`config.mk`:
```
export PLATFORM = sky130hd
export DESIGN_NAME = bmt_timing
export DESIGN_NICKNAME = d
export VERILOG_FILES = /design/src/bmt_pkg.sv /design/src/bmt_timing.sv
export SDC_FILE = /design/constraint.sdc
export NUM_CORES = 1
export LEC_CHECK = 0
export BUFFER_PORTS_ARGS = -buffer_cell sky130_fd_sc_hd__buf_2
export CAP_MARGIN = 20
export CORE_MARGIN = 5
export CORE_UTILIZATION = 25
export DETAILED_ROUTE_END_ITERATION = 7
export HOLD_SLACK_MARGIN = 0.08
export SLEW_MARGIN = 20
export SYNTH_ARGS = -nofsm -noshare
export SYNTH_HDL_FRONTEND = slang
export SYNTH_SLANG_ARGS = --single-unit
```
`constraint.sdc`:
```
create_clock -name i_mclk -period 3.11 [get_ports i_mclk]
set_input_delay 0.1555 -clock i_mclk [delete_from_list [all_inputs] [get_ports i_mclk]]
set_output_delay 0.1555 -clock i_mclk [all_outputs]
set_load 0.02 [all_outputs]
```
`src/bmt_pkg.sv`:
```
package bmt_pkg;
	localparam int CLK_MHZ = 125;
	localparam int NS_PER_CLK = 8;
	// Times in ns, as typical figures
	localparam int START_DLY_NS = 2500;
	localparam int GAP_MIN_NS = 9500;
	localparam int STEP_NS = 1000;
	localparam int RESP_MIN_NS = 4000;
	localparam int RESP_MAX_NS = 7000;
	localparam int TO_0_NS = 18500;
	localparam int TO_1_NS = 22500;
	localparam int TO_2_NS = 50500;
	localparam int TO_3_NS = 128000;
	// Cycle counts derived from the times, then fixed counts and the gap reset value
	localparam int START_DLY_CYC = START_DLY_NS / NS_PER_CLK;
	localparam int GAP_MIN_CYC = GAP_MIN_NS / NS_PER_CLK;
	localparam int STEP_CYC = STEP_NS / NS_PER_CLK;
	localparam int RESP_MIN_CYC = (RESP_MIN_NS + NS_PER_CLK - 1) / NS_PER_CLK;
	localparam int RESP_MAX_CYC = RESP_MAX_NS / NS_PER_CLK;
	localparam int HOST_EXT_CYC = 6;
	localparam int START_XFERS = 7;
	localparam int END_XFERS = 5;
	localparam int HOST_EXT_MAX_CYC = HOST_EXT_CYC * (START_XFERS + END_XFERS);
	localparam int SEQ_EXTRA_CYC = 10;
	localparam logic [15:0] GAP_RESET = 16'h0000;

	typedef enum logic [1:0] {
		BMT_TO_18P5,
		BMT_TO_22P5,
		BMT_TO_50P5,
		BMT_TO_128
	} bmt_timeout_t;

	typedef struct packed {
		logic seq_mode;
		logic host_prio;
		logic [15:0] gap_steps;
		bmt_timeout_t timeout_sel;
	} bmt_cfg_t;

	function automatic logic [15:0] bmt_timeout_cyc(input bmt_timeout_t sel);
		unique case (sel)
			BMT_TO_18P5: bmt_timeout_cyc = 16'(TO_0_NS / NS_PER_CLK);
			BMT_TO_22P5: bmt_timeout_cyc = 16'(TO_1_NS / NS_PER_CLK);
			BMT_TO_50P5: bmt_timeout_cyc = 16'(TO_2_NS / NS_PER_CLK);
			BMT_TO_128: bmt_timeout_cyc = 16'(TO_3_NS / NS_PER_CLK);
		endcase
	endfunction
endpackage

```
`src/bmt_timing.sv`:
```
`timescale 1ns/1ps
module bmt_timing (
	input wire logic i_mclk,
	input wire logic i_sys_rst,
	input wire bmt_pkg::bmt_cfg_t i_cfg,
	input wire logic i_bc_start,
	input wire logic i_msg_done,
	input wire logic i_more_msgs,
	input wire logic i_xfer_start_seq,
	input wire logic i_xfer_end_seq,
	input wire logic i_host_access,
	input wire logic i_resp_arm,
	input wire logic i_resp_sync,
	input wire logic i_rt_cmd_parity,
	output logic o_msg_go,
	output logic o_no_resp,
	output logic o_rt_reply_go
);
	typedef enum logic [1:0] {BMT_IDLE, BMT_START, BMT_BUSY, BMT_GAP} bmt_state_t;

	// Step a down-counter, holding at zero
	function automatic logic [15:0] bmt_dec16(input logic [15:0] val);
		if (val == 16'h0000)
			bmt_dec16 = 16'h0000;
		else
			bmt_dec16 = val - 16'h0001;
	endfunction

	// Message sequencing
	bmt_state_t state_q;
	bmt_state_t state_d;
	logic go_d;

	// Gap timing
	logic [15:0] cnt_q;
	logic [15:0] gap_load;
	logic gap_done;
	logic [15:0] steps_q;
	logic [7:0] tick_q;
	logic tick;

	// Host extension
	logic [6:0] ext_add;
	logic [6:0] ext_q;
	logic [6:0] ext_used_q;
	logic ext_done;
	logic [3:0] xfers_q;

	// Response timers
	logic [15:0] to_q;
	logic to_run_q;
	logic [9:0] rt_q;
	logic rt_run_q;

	// Microsecond tick, restarted at each gap entry
	assign tick = (tick_q == 8'(bmt_pkg::STEP_CYC - 1));

	always_ff @(posedge i_mclk) begin
		if (i_sys_rst || state_q != BMT_GAP || tick)
			tick_q <= 8'h00;
		else
			tick_q <= tick_q + 8'h01;
	end

	// Host stall accounting, capped by transfer count
	always_comb begin
		ext_add = 7'h00;
		if (i_cfg.host_prio && i_host_access && (i_xfer_start_seq || i_xfer_end_seq) &&
			xfers_q < 4'(bmt_pkg::START_XFERS + bmt_pkg::END_XFERS))
			ext_add = 7'(bmt_pkg::HOST_EXT_CYC);
	end

	always_ff @(posedge i_mclk) begin
		if (i_sys_rst || o_msg_go) begin
			ext_q <= 7'h00;
			xfers_q <= 4'h0;
		end else if (ext_add != 7'h00) begin
			ext_q <= ext_q + ext_add;
			xfers_q <= xfers_q + 4'h1;
		end
	end

	// Host extension drains after the fixed gap
	always_ff @(posedge i_mclk) begin
		if (i_sys_rst || state_q != BMT_GAP)
			ext_used_q <= 7'h00;
		else if (cnt_q == 16'h0000 && !ext_done)
			ext_used_q <= ext_used_q + 7'h01;
	end

	assign ext_done = (ext_used_q >= ext_q);

	// Fixed gap length, longer in sequencer mode
	always_comb begin
		gap_load = 16'(bmt_pkg::GAP_MIN_CYC - 1);
		if (i_cfg.seq_mode)
			gap_load = gap_load + 16'(bmt_pkg::SEQ_EXTRA_CYC);
	end

	assign gap_done = (cnt_q == 16'h0000) && (steps_q == 16'h0000) && ext_done;

	// Next state and message launch
	always_comb begin
		state_d = state_q;
		go_d = 1'b0;
		unique case (state_q)
			BMT_IDLE: begin
				if (i_bc_start)
					state_d = BMT_START;
			end
			BMT_START: begin
				if (cnt_q == 16'h0000) begin
					state_d = BMT_BUSY;
					go_d = 1'b1;
				end
			end
			BMT_BUSY: begin
				if (i_msg_done && i_more_msgs)
					state_d = BMT_GAP;
				else if (i_msg_done)
					state_d = BMT_IDLE;
			end
			BMT_GAP: begin
				if (gap_done) begin
					state_d = BMT_BUSY;
					go_d = 1'b1;
				end
			end
		endcase
	end

	always_ff @(posedge i_mclk) begin
		if (i_sys_rst)
			state_q <= BMT_IDLE;
		else
			state_q <= state_d;
	end

	// Registered one-cycle launch pulse
	always_ff @(posedge i_mclk) begin
		if (i_sys_rst)
			o_msg_go <= 1'b0;
		else
			o_msg_go <= go_d;
	end

	// Fixed part of the start delay and of the gap
	always_ff @(posedge i_mclk) begin
		if (i_sys_rst)
			cnt_q <= 16'h0000;
		else if (state_q == BMT_IDLE && i_bc_start)
			cnt_q <= 16'(bmt_pkg::START_DLY_CYC - 1);
		else if (state_q == BMT_BUSY && i_msg_done)
			cnt_q <= gap_load;
		else if (state_q == BMT_START || state_q == BMT_GAP)
			cnt_q <= bmt_dec16(cnt_q);
	end

	// Programmed gap length, one step per tick, counted alongside the fixed part
	always_ff @(posedge i_mclk) begin
		if (i_sys_rst)
			steps_q <= bmt_pkg::GAP_RESET;
		else if (state_q == BMT_BUSY && i_msg_done)
			steps_q <= i_cfg.gap_steps;
		else if (state_q == BMT_GAP && tick)
			steps_q <= bmt_dec16(steps_q);
	end

	// No-response timeout, also for terminal-to-terminal transfers
	always_ff @(posedge i_mclk) begin
		if (i_sys_rst) begin
			to_run_q <= 1'b0;
			to_q <= 16'h0000;
		end else if (i_resp_arm) begin
			to_run_q <= 1'b1;
			to_q <= bmt_pkg::bmt_timeout_cyc(i_cfg.timeout_sel);
		end else if (to_run_q) begin
			if (i_resp_sync || to_q == 16'h0000)
				to_run_q <= 1'b0;
			to_q <= bmt_dec16(to_q);
		end
	end

	always_ff @(posedge i_mclk) begin
		if (i_sys_rst)
			o_no_resp <= 1'b0;
		else
			o_no_resp <= !i_resp_arm && to_run_q && !i_resp_sync && to_q == 16'h0000;
	end

	// Remote terminal reply launch at the start of the window
	always_ff @(posedge i_mclk) begin
		if (i_sys_rst) begin
			rt_run_q <= 1'b0;
			rt_q <= 10'h000;
		end else if (i_rt_cmd_parity) begin
			rt_run_q <= 1'b1;
			rt_q <= 10'h000;
		end else if (rt_run_q) begin
			rt_q <= rt_q + 10'h001;
			if (rt_q == 10'(bmt_pkg::RESP_MIN_CYC - 1))
				rt_run_q <= 1'b0;
		end
	end

	always_ff @(posedge i_mclk) begin
		if (i_sys_rst)
			o_rt_reply_go <= 1'b0;
		else
			o_rt_reply_go <= !i_rt_cmd_parity && rt_run_q &&
				rt_q == 10'(bmt_pkg::RESP_MIN_CYC - 1);
	end
endmodule

```
Yosys cells after proc, flatten, opt, wreduce, memory -nomap -nowiden
Cells that the tools add are included.
Widths: inputs -> output; s select.

operators by class
  add/subtract/negate cells = 8
  magnitude comparators = 2
  equality and inequality tests = 13
  muxes and demuxes = 28
  reduce and logical (&&, ||, !) cells = 38

operator list
  kind                   number
  $mux 16                9
  $pmux 16 s4            1
  $logic_not 16->1       3
  $sub 16x1->16 const B  3
  $logic_and 1x1->1      15
  $add 10x1->10 const B  1
  $eq 10x9->1 const B    1
  $mux 2                 5
  $mux 9                 1
  $add 8x1->8 const B    1
  $eq 2x2->1 const B     4
  $eq 8x7->1 const B     1
  $mux 1                 8
  $ne 2x2->1 const B     4
  $pmux 2 s4             1
  $add 7x1->7 const B    1
  $add 7x7->7            1
  $ge 7x7->1             1
  $reduce_bool 7->1      1
  $logic_or 1x1->1       6
  $reduce_bool 2->1      3
  $add 4x1->4 const B    1
  $eq 2x1->1 const B     2
  $logic_not 1->1        4
  other kinds (9)        11

storage, ports and cells
  register bits after elaboration = 91
  output and inout port bits = 3
  logic and storage cells = 104

Depth between registers and ports, before layout
Gate-level depths: netlist of run 1.

  word-level depth = 5
  gate-level depth with buffers = 9
  depth with buffers taken out = 8

Least setup slack after synthesis of run 1
OpenSTA, ideal clock, no wires.

  kind = flip-flop to flip-flop
  start point = register xfers_q[2]
  end point = register ext_q[6]
  setup time = 0.128 ns
  arrival time = 2.256 ns
  data required time = 2.982 ns
  setup slack = 0.726 ns
  cell stages (with the launch flop) = 8
  cell sequence = dfxtp_1 -> a21oi_1 -> ha_1 -> a21oi_1 -> a2111oi_0 -> nand3_1 -> xnor2_1 -> nor2_1

on the way
  longest elaborated chain between the ends = 4

ends and longest elaborated chain
  element                                                  RTL line                            text
  from (decl)                                              bmt_timing.sv:47                    logic [3:0] xfers_q;
  from (signal assigned)                                   bmt_timing.sv:79                    xfers_q <= xfers_q + 4'h1;
  $lt 4x4->1 (*)                                           bmt_timing.sv:69                    xfers_q < 4'(bmt_pkg::START_XFERS + bmt_pkg::END_XFERS))
  $logic_and 1x1->1 (*)                                    bmt_timing.sv:68                    if (i_cfg.host_prio && i_host_access && (i_xfer_start_seq || i_xfer_end_seq) &&
  $mux 3 (*)                                               bmt_timing.sv:68
  net ext_add[1]                                           bmt_timing.sv:43                    logic [6:0] ext_add;
  $add 7x7->7 / $reduce_bool 7->1 (equally long branches)  bmt_timing.sv:78, bmt_timing.sv:77
  to (signal assigned)                                     bmt_timing.sv:78                    ext_q <= ext_q + ext_add;
  to (decl)                                                bmt_timing.sv:44                    logic [6:0] ext_q;

The timed path passes the listed nets; every way through them passes the cells marked *.
A chain may end at the register's enable or synchronous reset.

Worst setup path after layout of run 1
  start point = register cnt_q[0]
  end point = register cnt_q[13]

on the way
  longest elaborated chain between the ends = 4

ends and longest elaborated chain
  element                                                   RTL line                            text
  from (decl)                                               bmt_timing.sv:35                    logic [15:0] cnt_q;
  from (signal assigned)                                    bmt_timing.sv:152                   cnt_q <= 16'(bmt_pkg::START_DLY_CYC - 1);
  from (signal assigned)                                    bmt_timing.sv:154                   cnt_q <= gap_load;
  from (signal assigned)                                    bmt_timing.sv:156                   cnt_q <= bmt_dec16(cnt_q);
  $sub 16x1->16 / $logic_not 16->1 (equally long branches)  bmt_timing.sv:26, bmt_timing.sv:23
  $mux 16 (*)                                               bmt_timing.sv:23                    if (val == 16'h0000)
  $mux 16 (*)                                               bmt_timing.sv:155                   else if (state_q == BMT_START || state_q == BMT_GAP)
  $mux 16 (*)                                               bmt_timing.sv:153                   else if (state_q == BMT_BUSY && i_msg_done)

Mark *: on every way between the ends. The rest lies on a longest branch, timed or not. The select of a mux whose other input is x is not followed.

==> impl_results.md, run 1 <==
- Avg WL per Cell: 13.5 µm
- Switching part of the total power: 28.4%
- DRC violations left: 0
- Final instance area: 5780 µm²
- Placement-stage cell area: 5410 µm²
- Layout Nets: 689
- Number of buffers created by CTS: 9
- Final Hold Viols: 0
- Worst-case reg-to-reg path depth: 7
- Syn_area_per_cell: 8.32 µm²
- Worst slew pin tran: 0.899 ns
- Hold path cells: 3
- Outcome: finished clean
- Clk_lat worst skew: 0.35 ns
- # IOs: 34
- Rows: 51
- Max_cap viols: 0
- Area Overhead vs Synth: 14.8%
- First-pass GRT wire length: 21.0 mm
- CTS tree: done
- Syn nets: 661
- Area contributors post-synth: dfxtp_1, ha_1, nor2_1
- Combinational group share of total power: 16.8%
- Post-synthesis cell type count: 68
- Final-report max-slew violation count: 0
- Worst clock skew: 0.0136 ns
- Max Root-Sink Buffers: 2
- Vias: 4520
- Core footprint: 19700 µm²
- Post-synth top flop: dfxtp_1
- Switching power: 0.000807 W
- Sink Count: 90
- N_diodes: 0
- Min-delay src: i_cfg[5]
- Reg2reg end: cnt_q[13]
- Post-synth ARST share: 0%
- # placed instances: 880
- Clk pwr share: 38.9%
- Overall routing resource usage: 10.6%
- DP Worst Slack: 0.581 ns
- Fin cells: 903
- Worst-path maximum fanout: 16
- Crit share post-route: 82.3%
- Number of synthesized register bits: 90
- Tmin final: 2.56 ns
- Crit Path Class: reg -> reg
- P per Cell Area: 491 nW/µm²
- Fin worst setup slack: 0.549 ns
- P_int: 0.00203 W
- Register share of total power: 44.3%
- Hold Path End: steps_q[3]
- Commonest non-fill, non-tap cells in the layout: dfxtp_1, nor2_1, nand2_1
- Synth top area share: 35.8%
- Fillers: 2179
- Vias in the first global route: 4362
- Routed Antenna Nets: 0
- Post-synth EDFFs: 0
- CP Launch Type: register
- Static leakage: 2.05 nW
- Synth area leader: dfxtp_1
- Starting Density: 25.6%
- Post-CTS Setup Inserts: 0
- Max VDD drop: 0.271 mV
- Post-synthesis cell count: 605
- Die Wd: 152 µm
- RSZ-0062 raised after global routing: false
- Arr. time, crit path: 2.81 ns
- Final setup fails: 0
- Post-Syn Area: 5030 µm²
- Die footprint: 23100 µm²
- RR Startpoint: cnt_q[0]
- Setup TNS: 0 ns
- Hold WC Path Type: in -> reg
- R2r setup slk: 0.55 ns
- Htree depth: 3
- Vias per cell: 5.01
- 1st-pass router iterations: 5
- Die Y: 152 µm
- Peak Freq: 391 MHz
- Antenna violations before repair: 0
- Port buffer count: 33
- Post-synthesis sequential area ratio: 35.8%
- CP Capture Type: register
- Commonest non-fill, non-tap cell in the layout: dfxtp_1
- Root Driver: clkbuf_16
- Grt ovf: 0
- Post-DP HPWL: 8.63 mm
- Layout cell share with drive strength beyond 1: 11.9%
- Final hold slack: 0.0990 ns
- Critical Path RT: 3.36 ns
- DRT iter0 DRCs: 302
- Largest net degree at the start of global routing: 31
- Post-CTS resize count: 0
- Yosys warns: 0
- Max_slew headroom: 39.9%
- CTS clk-pin slew, worst paths: 0.06 ns
- RD Place Congestion: 0.786
- DRT Wirelength: 12.2 mm
-- state kept, by name, summed over array words and instances (netlist names) --
| name | count |
|---|---|
| steps_q | 16 |
| cnt_q | 16 |
| to_q | 16 |
| ext_q | 6 |
| tick_q | 8 |
| to_run_q | 1 |
| rt_run_q | 1 |
| ext_used_q | 7 |
| o_rt_reply_go | 1 |
| rt_q | 10 |
| xfers_q | 4 |
| state_q | 2 |
| o_msg_go | 1 |
| o_no_resp | 1 |
-- final cells by class --
type	instances	area, µm²	share of cell area [%]
timing repair buffer	48	295	5.11
sequential	90	1800	31.2
clock buffer	11	243	4.20
multi-input combinational	454	2940	50.9
tap	265	332	5.74
inverter	30	113	1.95
clock inverter	5	53.8	0.932
-- power by group through the flow --
stage	Clock, W	Combinational, W	Sequential [W]
after floorplan	0	0.000381	0.00126
after global placement	0	0.000469	0.00128
after detailed placement	0	0.000468	0.00128
after CTS	0.00115	0.000479	0.00126
after global routing	0.00119	0.000539	0.00127
final	0.00110	0.000477	0.00126
-- cell families after synthesis --
group,count (synthesis),share of synthesized area (%)
and+or+nand+nor,246,25.7
AOI/OAI and AO/OA,145,19.3
DFF,90,35.8
buffers and inverters,61,5.89
xor gates and xnor gates,25,4.35
adders and majority gates,25,6.37
muxes,13,2.59
-- synth_stat cells (13+ instances only) --
cell type  number
clkbuf_1       15
o21ai_0        19
dfxtp_1        90
nor3_1         35
ha_1           24
mux2i_1        13
nor2_1         66
xnor2_1        13
nand2_1        46
nor4_1         15
nand3_1        14
inv_1          30
a21oi_1        39
-- how the worst max path moves through the flow --
stage                     from        end  slack (ns)
floorplan           xfers_q[2]   ext_q[6]        0.73
global placement      cnt_q[0]  cnt_q[13]        0.69
detailed placement    cnt_q[0]  cnt_q[13]        0.58
CTS                   cnt_q[0]  cnt_q[13]        0.54
global route          cnt_q[0]  cnt_q[13]        0.32
finish                cnt_q[0]  cnt_q[13]        0.55
-- critical path, stage by stage, from the launching register on --
cell and delay (ns):
dfxtp_1 0.39, inv_1 0.10, ha_1 0.21, nor3b_1 0.13
and4_1 0.38, nor2_1 0.76, o21ai_0 0.20, a311oi_1 0.30
-- repair_timing --
| action | CTS | global route |
|---|---|---|
| hold endpoints to repair | 7 | 0 |
| setup endpoints to repair | 0 | 0 |
| hold buffers | 7 | 0 |
-- metrics by stage --
stage               power [W]  util (%)
floorplan             0.00164         -
global placement      0.00175      27.5
detailed placement    0.00175      27.5
CTS                   0.00288      29.4
global route          0.00300      29.4
finish                0.00284      29.4
-- per-layer routing --
layer | routed length [µm] | part of all wire, % | vias up | track usage (%)
li1 | - | - | 2290 | -
met1 | 5750 | 47 | 2149 | 13.4
met2 | 5840 | 48 | 75 | 17.8
met3 | 533 | 4.4 | 6 | 3.18
met4 | 85 | 0.70 | 0 | 2.31
met5 | 0 | 0 | - | 0
(Power assumes the default switching activity.)
==> run 2, diff against run 1 <==
--- a/config.mk
+++ b/config.mk
@@ -5,6 +5,7 @@
 export SDC_FILE = /design/constraint.sdc
 export NUM_CORES = 1
 export LEC_CHECK = 0
+export ABC_AREA = 1
 export BUFFER_PORTS_ARGS = -buffer_cell sky130_fd_sc_hd__buf_2
 export CAP_MARGIN = 20
 export CORE_MARGIN = 5
==> constraint.sdc (replaced) <==
create_clock -name i_mclk -period 2.17 [get_ports i_mclk]
set_input_delay 0.1085 -clock i_mclk [delete_from_list [all_inputs] [get_ports i_mclk]]
set_output_delay 0.1085 -clock i_mclk [all_outputs]
set_load 0.02 [all_outputs]
==> impl_results.md, run 2 <==
- Mux cell area share after synthesis: 0%
- Main combinational cell family by area after synthesis: simple AND/OR/NAND/NOR gates
- Antenna violations before repair: 0
- Critical Path RT: 2.41 ns
- Starting Density: 25.3%
- DP Worst Slack: 0.359 ns
- Post-synth ARST share: 0%
- N_diodes: 0
- Syn nets: 857
- Final Hold Viols: 0
- Post-synthesis compound-gate area fraction: 12.2%
- Static leakage: 2.67 nW
- Tmin final: 1.84 ns
- Largest net degree at the start of global routing: 33
- Post-DP HPWL: 9.19 mm
- Arr. time, crit path: 2.07 ns
- Vias per cell: 4.36
- Clk_lat worst skew: 0.35 ns
- First-pass GRT wire length: 21.0 mm
- Worst clock skew: 0.0107 ns
- Final hold slack: 0.102 ns
- Post-synth top flop: dfxtp_1
- Hold WC Path Type: in -> reg
- Max_cap viols: 0
- Yosys warns: 0
- Number of synthesized register bits: 90
- Vias: 4929
- Grt ovf: 0
- Htree depth: 3
- Max_slew headroom: 67.3%
- Crit-path leading delay family: simple AND/OR/NAND/NOR gates
- Post-CTS Setup Inserts: 0
- Commonest non-fill, non-tap cell in the layout: nand2_1
- Post-Syn Area: 5290 µm²
- Post-CTS resize count: 0
- CP Cell Sequence: inv_1 -> ha_1 -> nand2_1 -> nand2_1 -> a21oi_1 -> nand3_1 -> nor2_2 -> inv_1 -> nand2_1 -> a21oi_1
- Synthesized-area fraction occupied by adder cells: 6.05%
- Post-synth EDFFs: 0
- # IOs: 34
- 1st-pass router iterations: 4
- Synth Area in XOR/XNOR: 5.13%
- Crit Path Class: reg -> reg
- CP Buf/Inv Count: 2
- Final setup fails: 0
- Die Y: 156 µm
- Synth area leader: dfxtp_1
- RSZ-0062 raised after global routing: false
- Peak Freq: 544 MHz
- Area contributors post-synth: dfxtp_1, nand2_1, nor2_1
- Rows: 53
- Crit share post-route: 84.7%
- Fillers: 2346
- R2r setup slk: 0.33 ns
- Sink Count: 90
- Synth top area share: 34.0%
- Post-synthesis cell type count: 41
- Setup TNS: 0 ns
- Avg WL per Cell: 10.9 µm
- Fin worst setup slack: 0.333 ns
- Most common cell on crit path: nand2_1
- Max Root-Sink Buffers: 2
- Routed Antenna Nets: 0
- DRT Wirelength: 12.4 mm
- CP max-delay cell: dfxtp_1
- Core footprint: 21000 µm²
- Commonest non-fill, non-tap cells in the layout: nand2_1, nor2_1, inv_1
- Area Overhead vs Synth: 16.8%
- CTS clk-pin slew, worst paths: 0.07 ns
- Number of buffers created by CTS: 9
- Die footprint: 24200 µm²
- Synth cell count leaders: nand2_1, nor2_1, inv_1
- DRT iter0 DRCs: 244
- CP Capture Type: register
- Post-synthesis sequential area ratio: 34.0%
- Vias in the first global route: 4552
- Layout Nets: 906
- Root Driver: clkbuf_16
- Top flop regs: cnt_q: 16 flops, steps_q: 16 flops, to_q: 16 flops
- Count leader, synth: nand2_1
- Final-report max-slew violation count: 0
- Post-synthesis cell count: 801
- Max VDD drop: 0.337 mV
- DRC violations left: 0
- P per Cell Area: 867 nW/µm²
- Worst-path maximum fanout: 7
- Simple-gate area share of the yosys netlist: 33.5%
- Hold-fix buffers, CTS: 8
- Die Wd: 156 µm
- CTS tree: done
- CP Launch Type: register
- Core Util, Final: 29.5%
- Worst path max stage delay: 0.41 ns
- Overall routing resource usage: 10.3%
- Port buffer count: 33
- RD Place Congestion: 0.890
- Syn_area_per_cell: 6.61 µm²
- Worst slew pin tran: 0.488 ns
- Outcome: finished clean
- Layout cell share with drive strength beyond 1: 9.01%
-- run 2: cell count changes after synthesis, moves of 10 or more --
cell / change
a21oi_1: +18
clkbuf_1: -11
inv_1: +75
mux2i_1: -13
nand2_1: +132
nand3_1: +39
nor2_1: +69
nor3_1: -22
nor4_1: -14
o21ai_0: +13
or3_1: -11
xor2_1: +10
-- run 2: path summary, 6_finish.rpt --
check | endpoint | start | cells past startpoint
hold / removal | steps_q[9] | i_cfg[11] | 5
setup reg to reg | ext_used_q[5] | ext_q[4] | 10
setup / recovery | ext_used_q[5] | ext_q[4] | 10
hold reg to reg | xfers_q[3] | xfers_q[3] | 2
-- run 2: cell type report --
class	count	area [µm²]	share of cell area [%]
sequential	90	1800	29.1
inverter	111	419	6.78
multi-input combinational	590	3010	48.6
clock inverter	6	72.6	1.17
tap	275	344	5.57
timing repair buffer	48	298	4.82
clock buffer	10	239	3.87
-- run 2: where the power goes --
part / switching [W] / total [W] / leakage, nW / internal (W)
Clock: 0.000711 / 0.00165 / 0.155 / 0.000941
Sequential: 0.000139 / 0.00192 / 0.732 / 0.00178
Combinational: 0.00114 / 0.00179 / 1.78 / 0.000643
Total: 0.00199 / 0.00536 / 2.67 / 0.00337
-- run 2: worst register-to-register path: stages (launching register included) --
cell     delay, ns
dfxtp_1       0.41
inv_1         0.06
ha_1          0.32
nand2_1       0.07
nand2_1       0.05
a21oi_1       0.11
nand3_1       0.15
nor2_2        0.25
inv_1         0.16
nand2_1       0.08
a21oi_1       0.06
-- run 2: cell families (layout without fill, tap and decap cells) --
| kind of cell | Yosys count | after routing |
|---|---|---|
| xor+xnor | 31 | 31 |
| buf+inv | 121 | 175 |
| fa+ha+maj | 25 | 25 |
| flops | 90 | 90 |
| compound gates | 120 | 120 |
| simple gates | 414 | 414 |
-- run 2: metrics by stage --
stage	power, W	std cells	area (µm²)
global placement	0.00373	1106	5790
floorplan	0.00329	801	5290
finish	0.00536	1130	6180
global route	0.00575	1130	6180
detailed placement	0.00373	1106	5790
CTS	0.00542	1130	6180
-- run 2: metal layers --
metal / global-route usage, % / part of all wire [%]
met5: 0 / 0
met4: 2.92 / 1.5
met3: 2.61 / 3.8
met2: 16.7 / 45
met1: 13.7 / 50
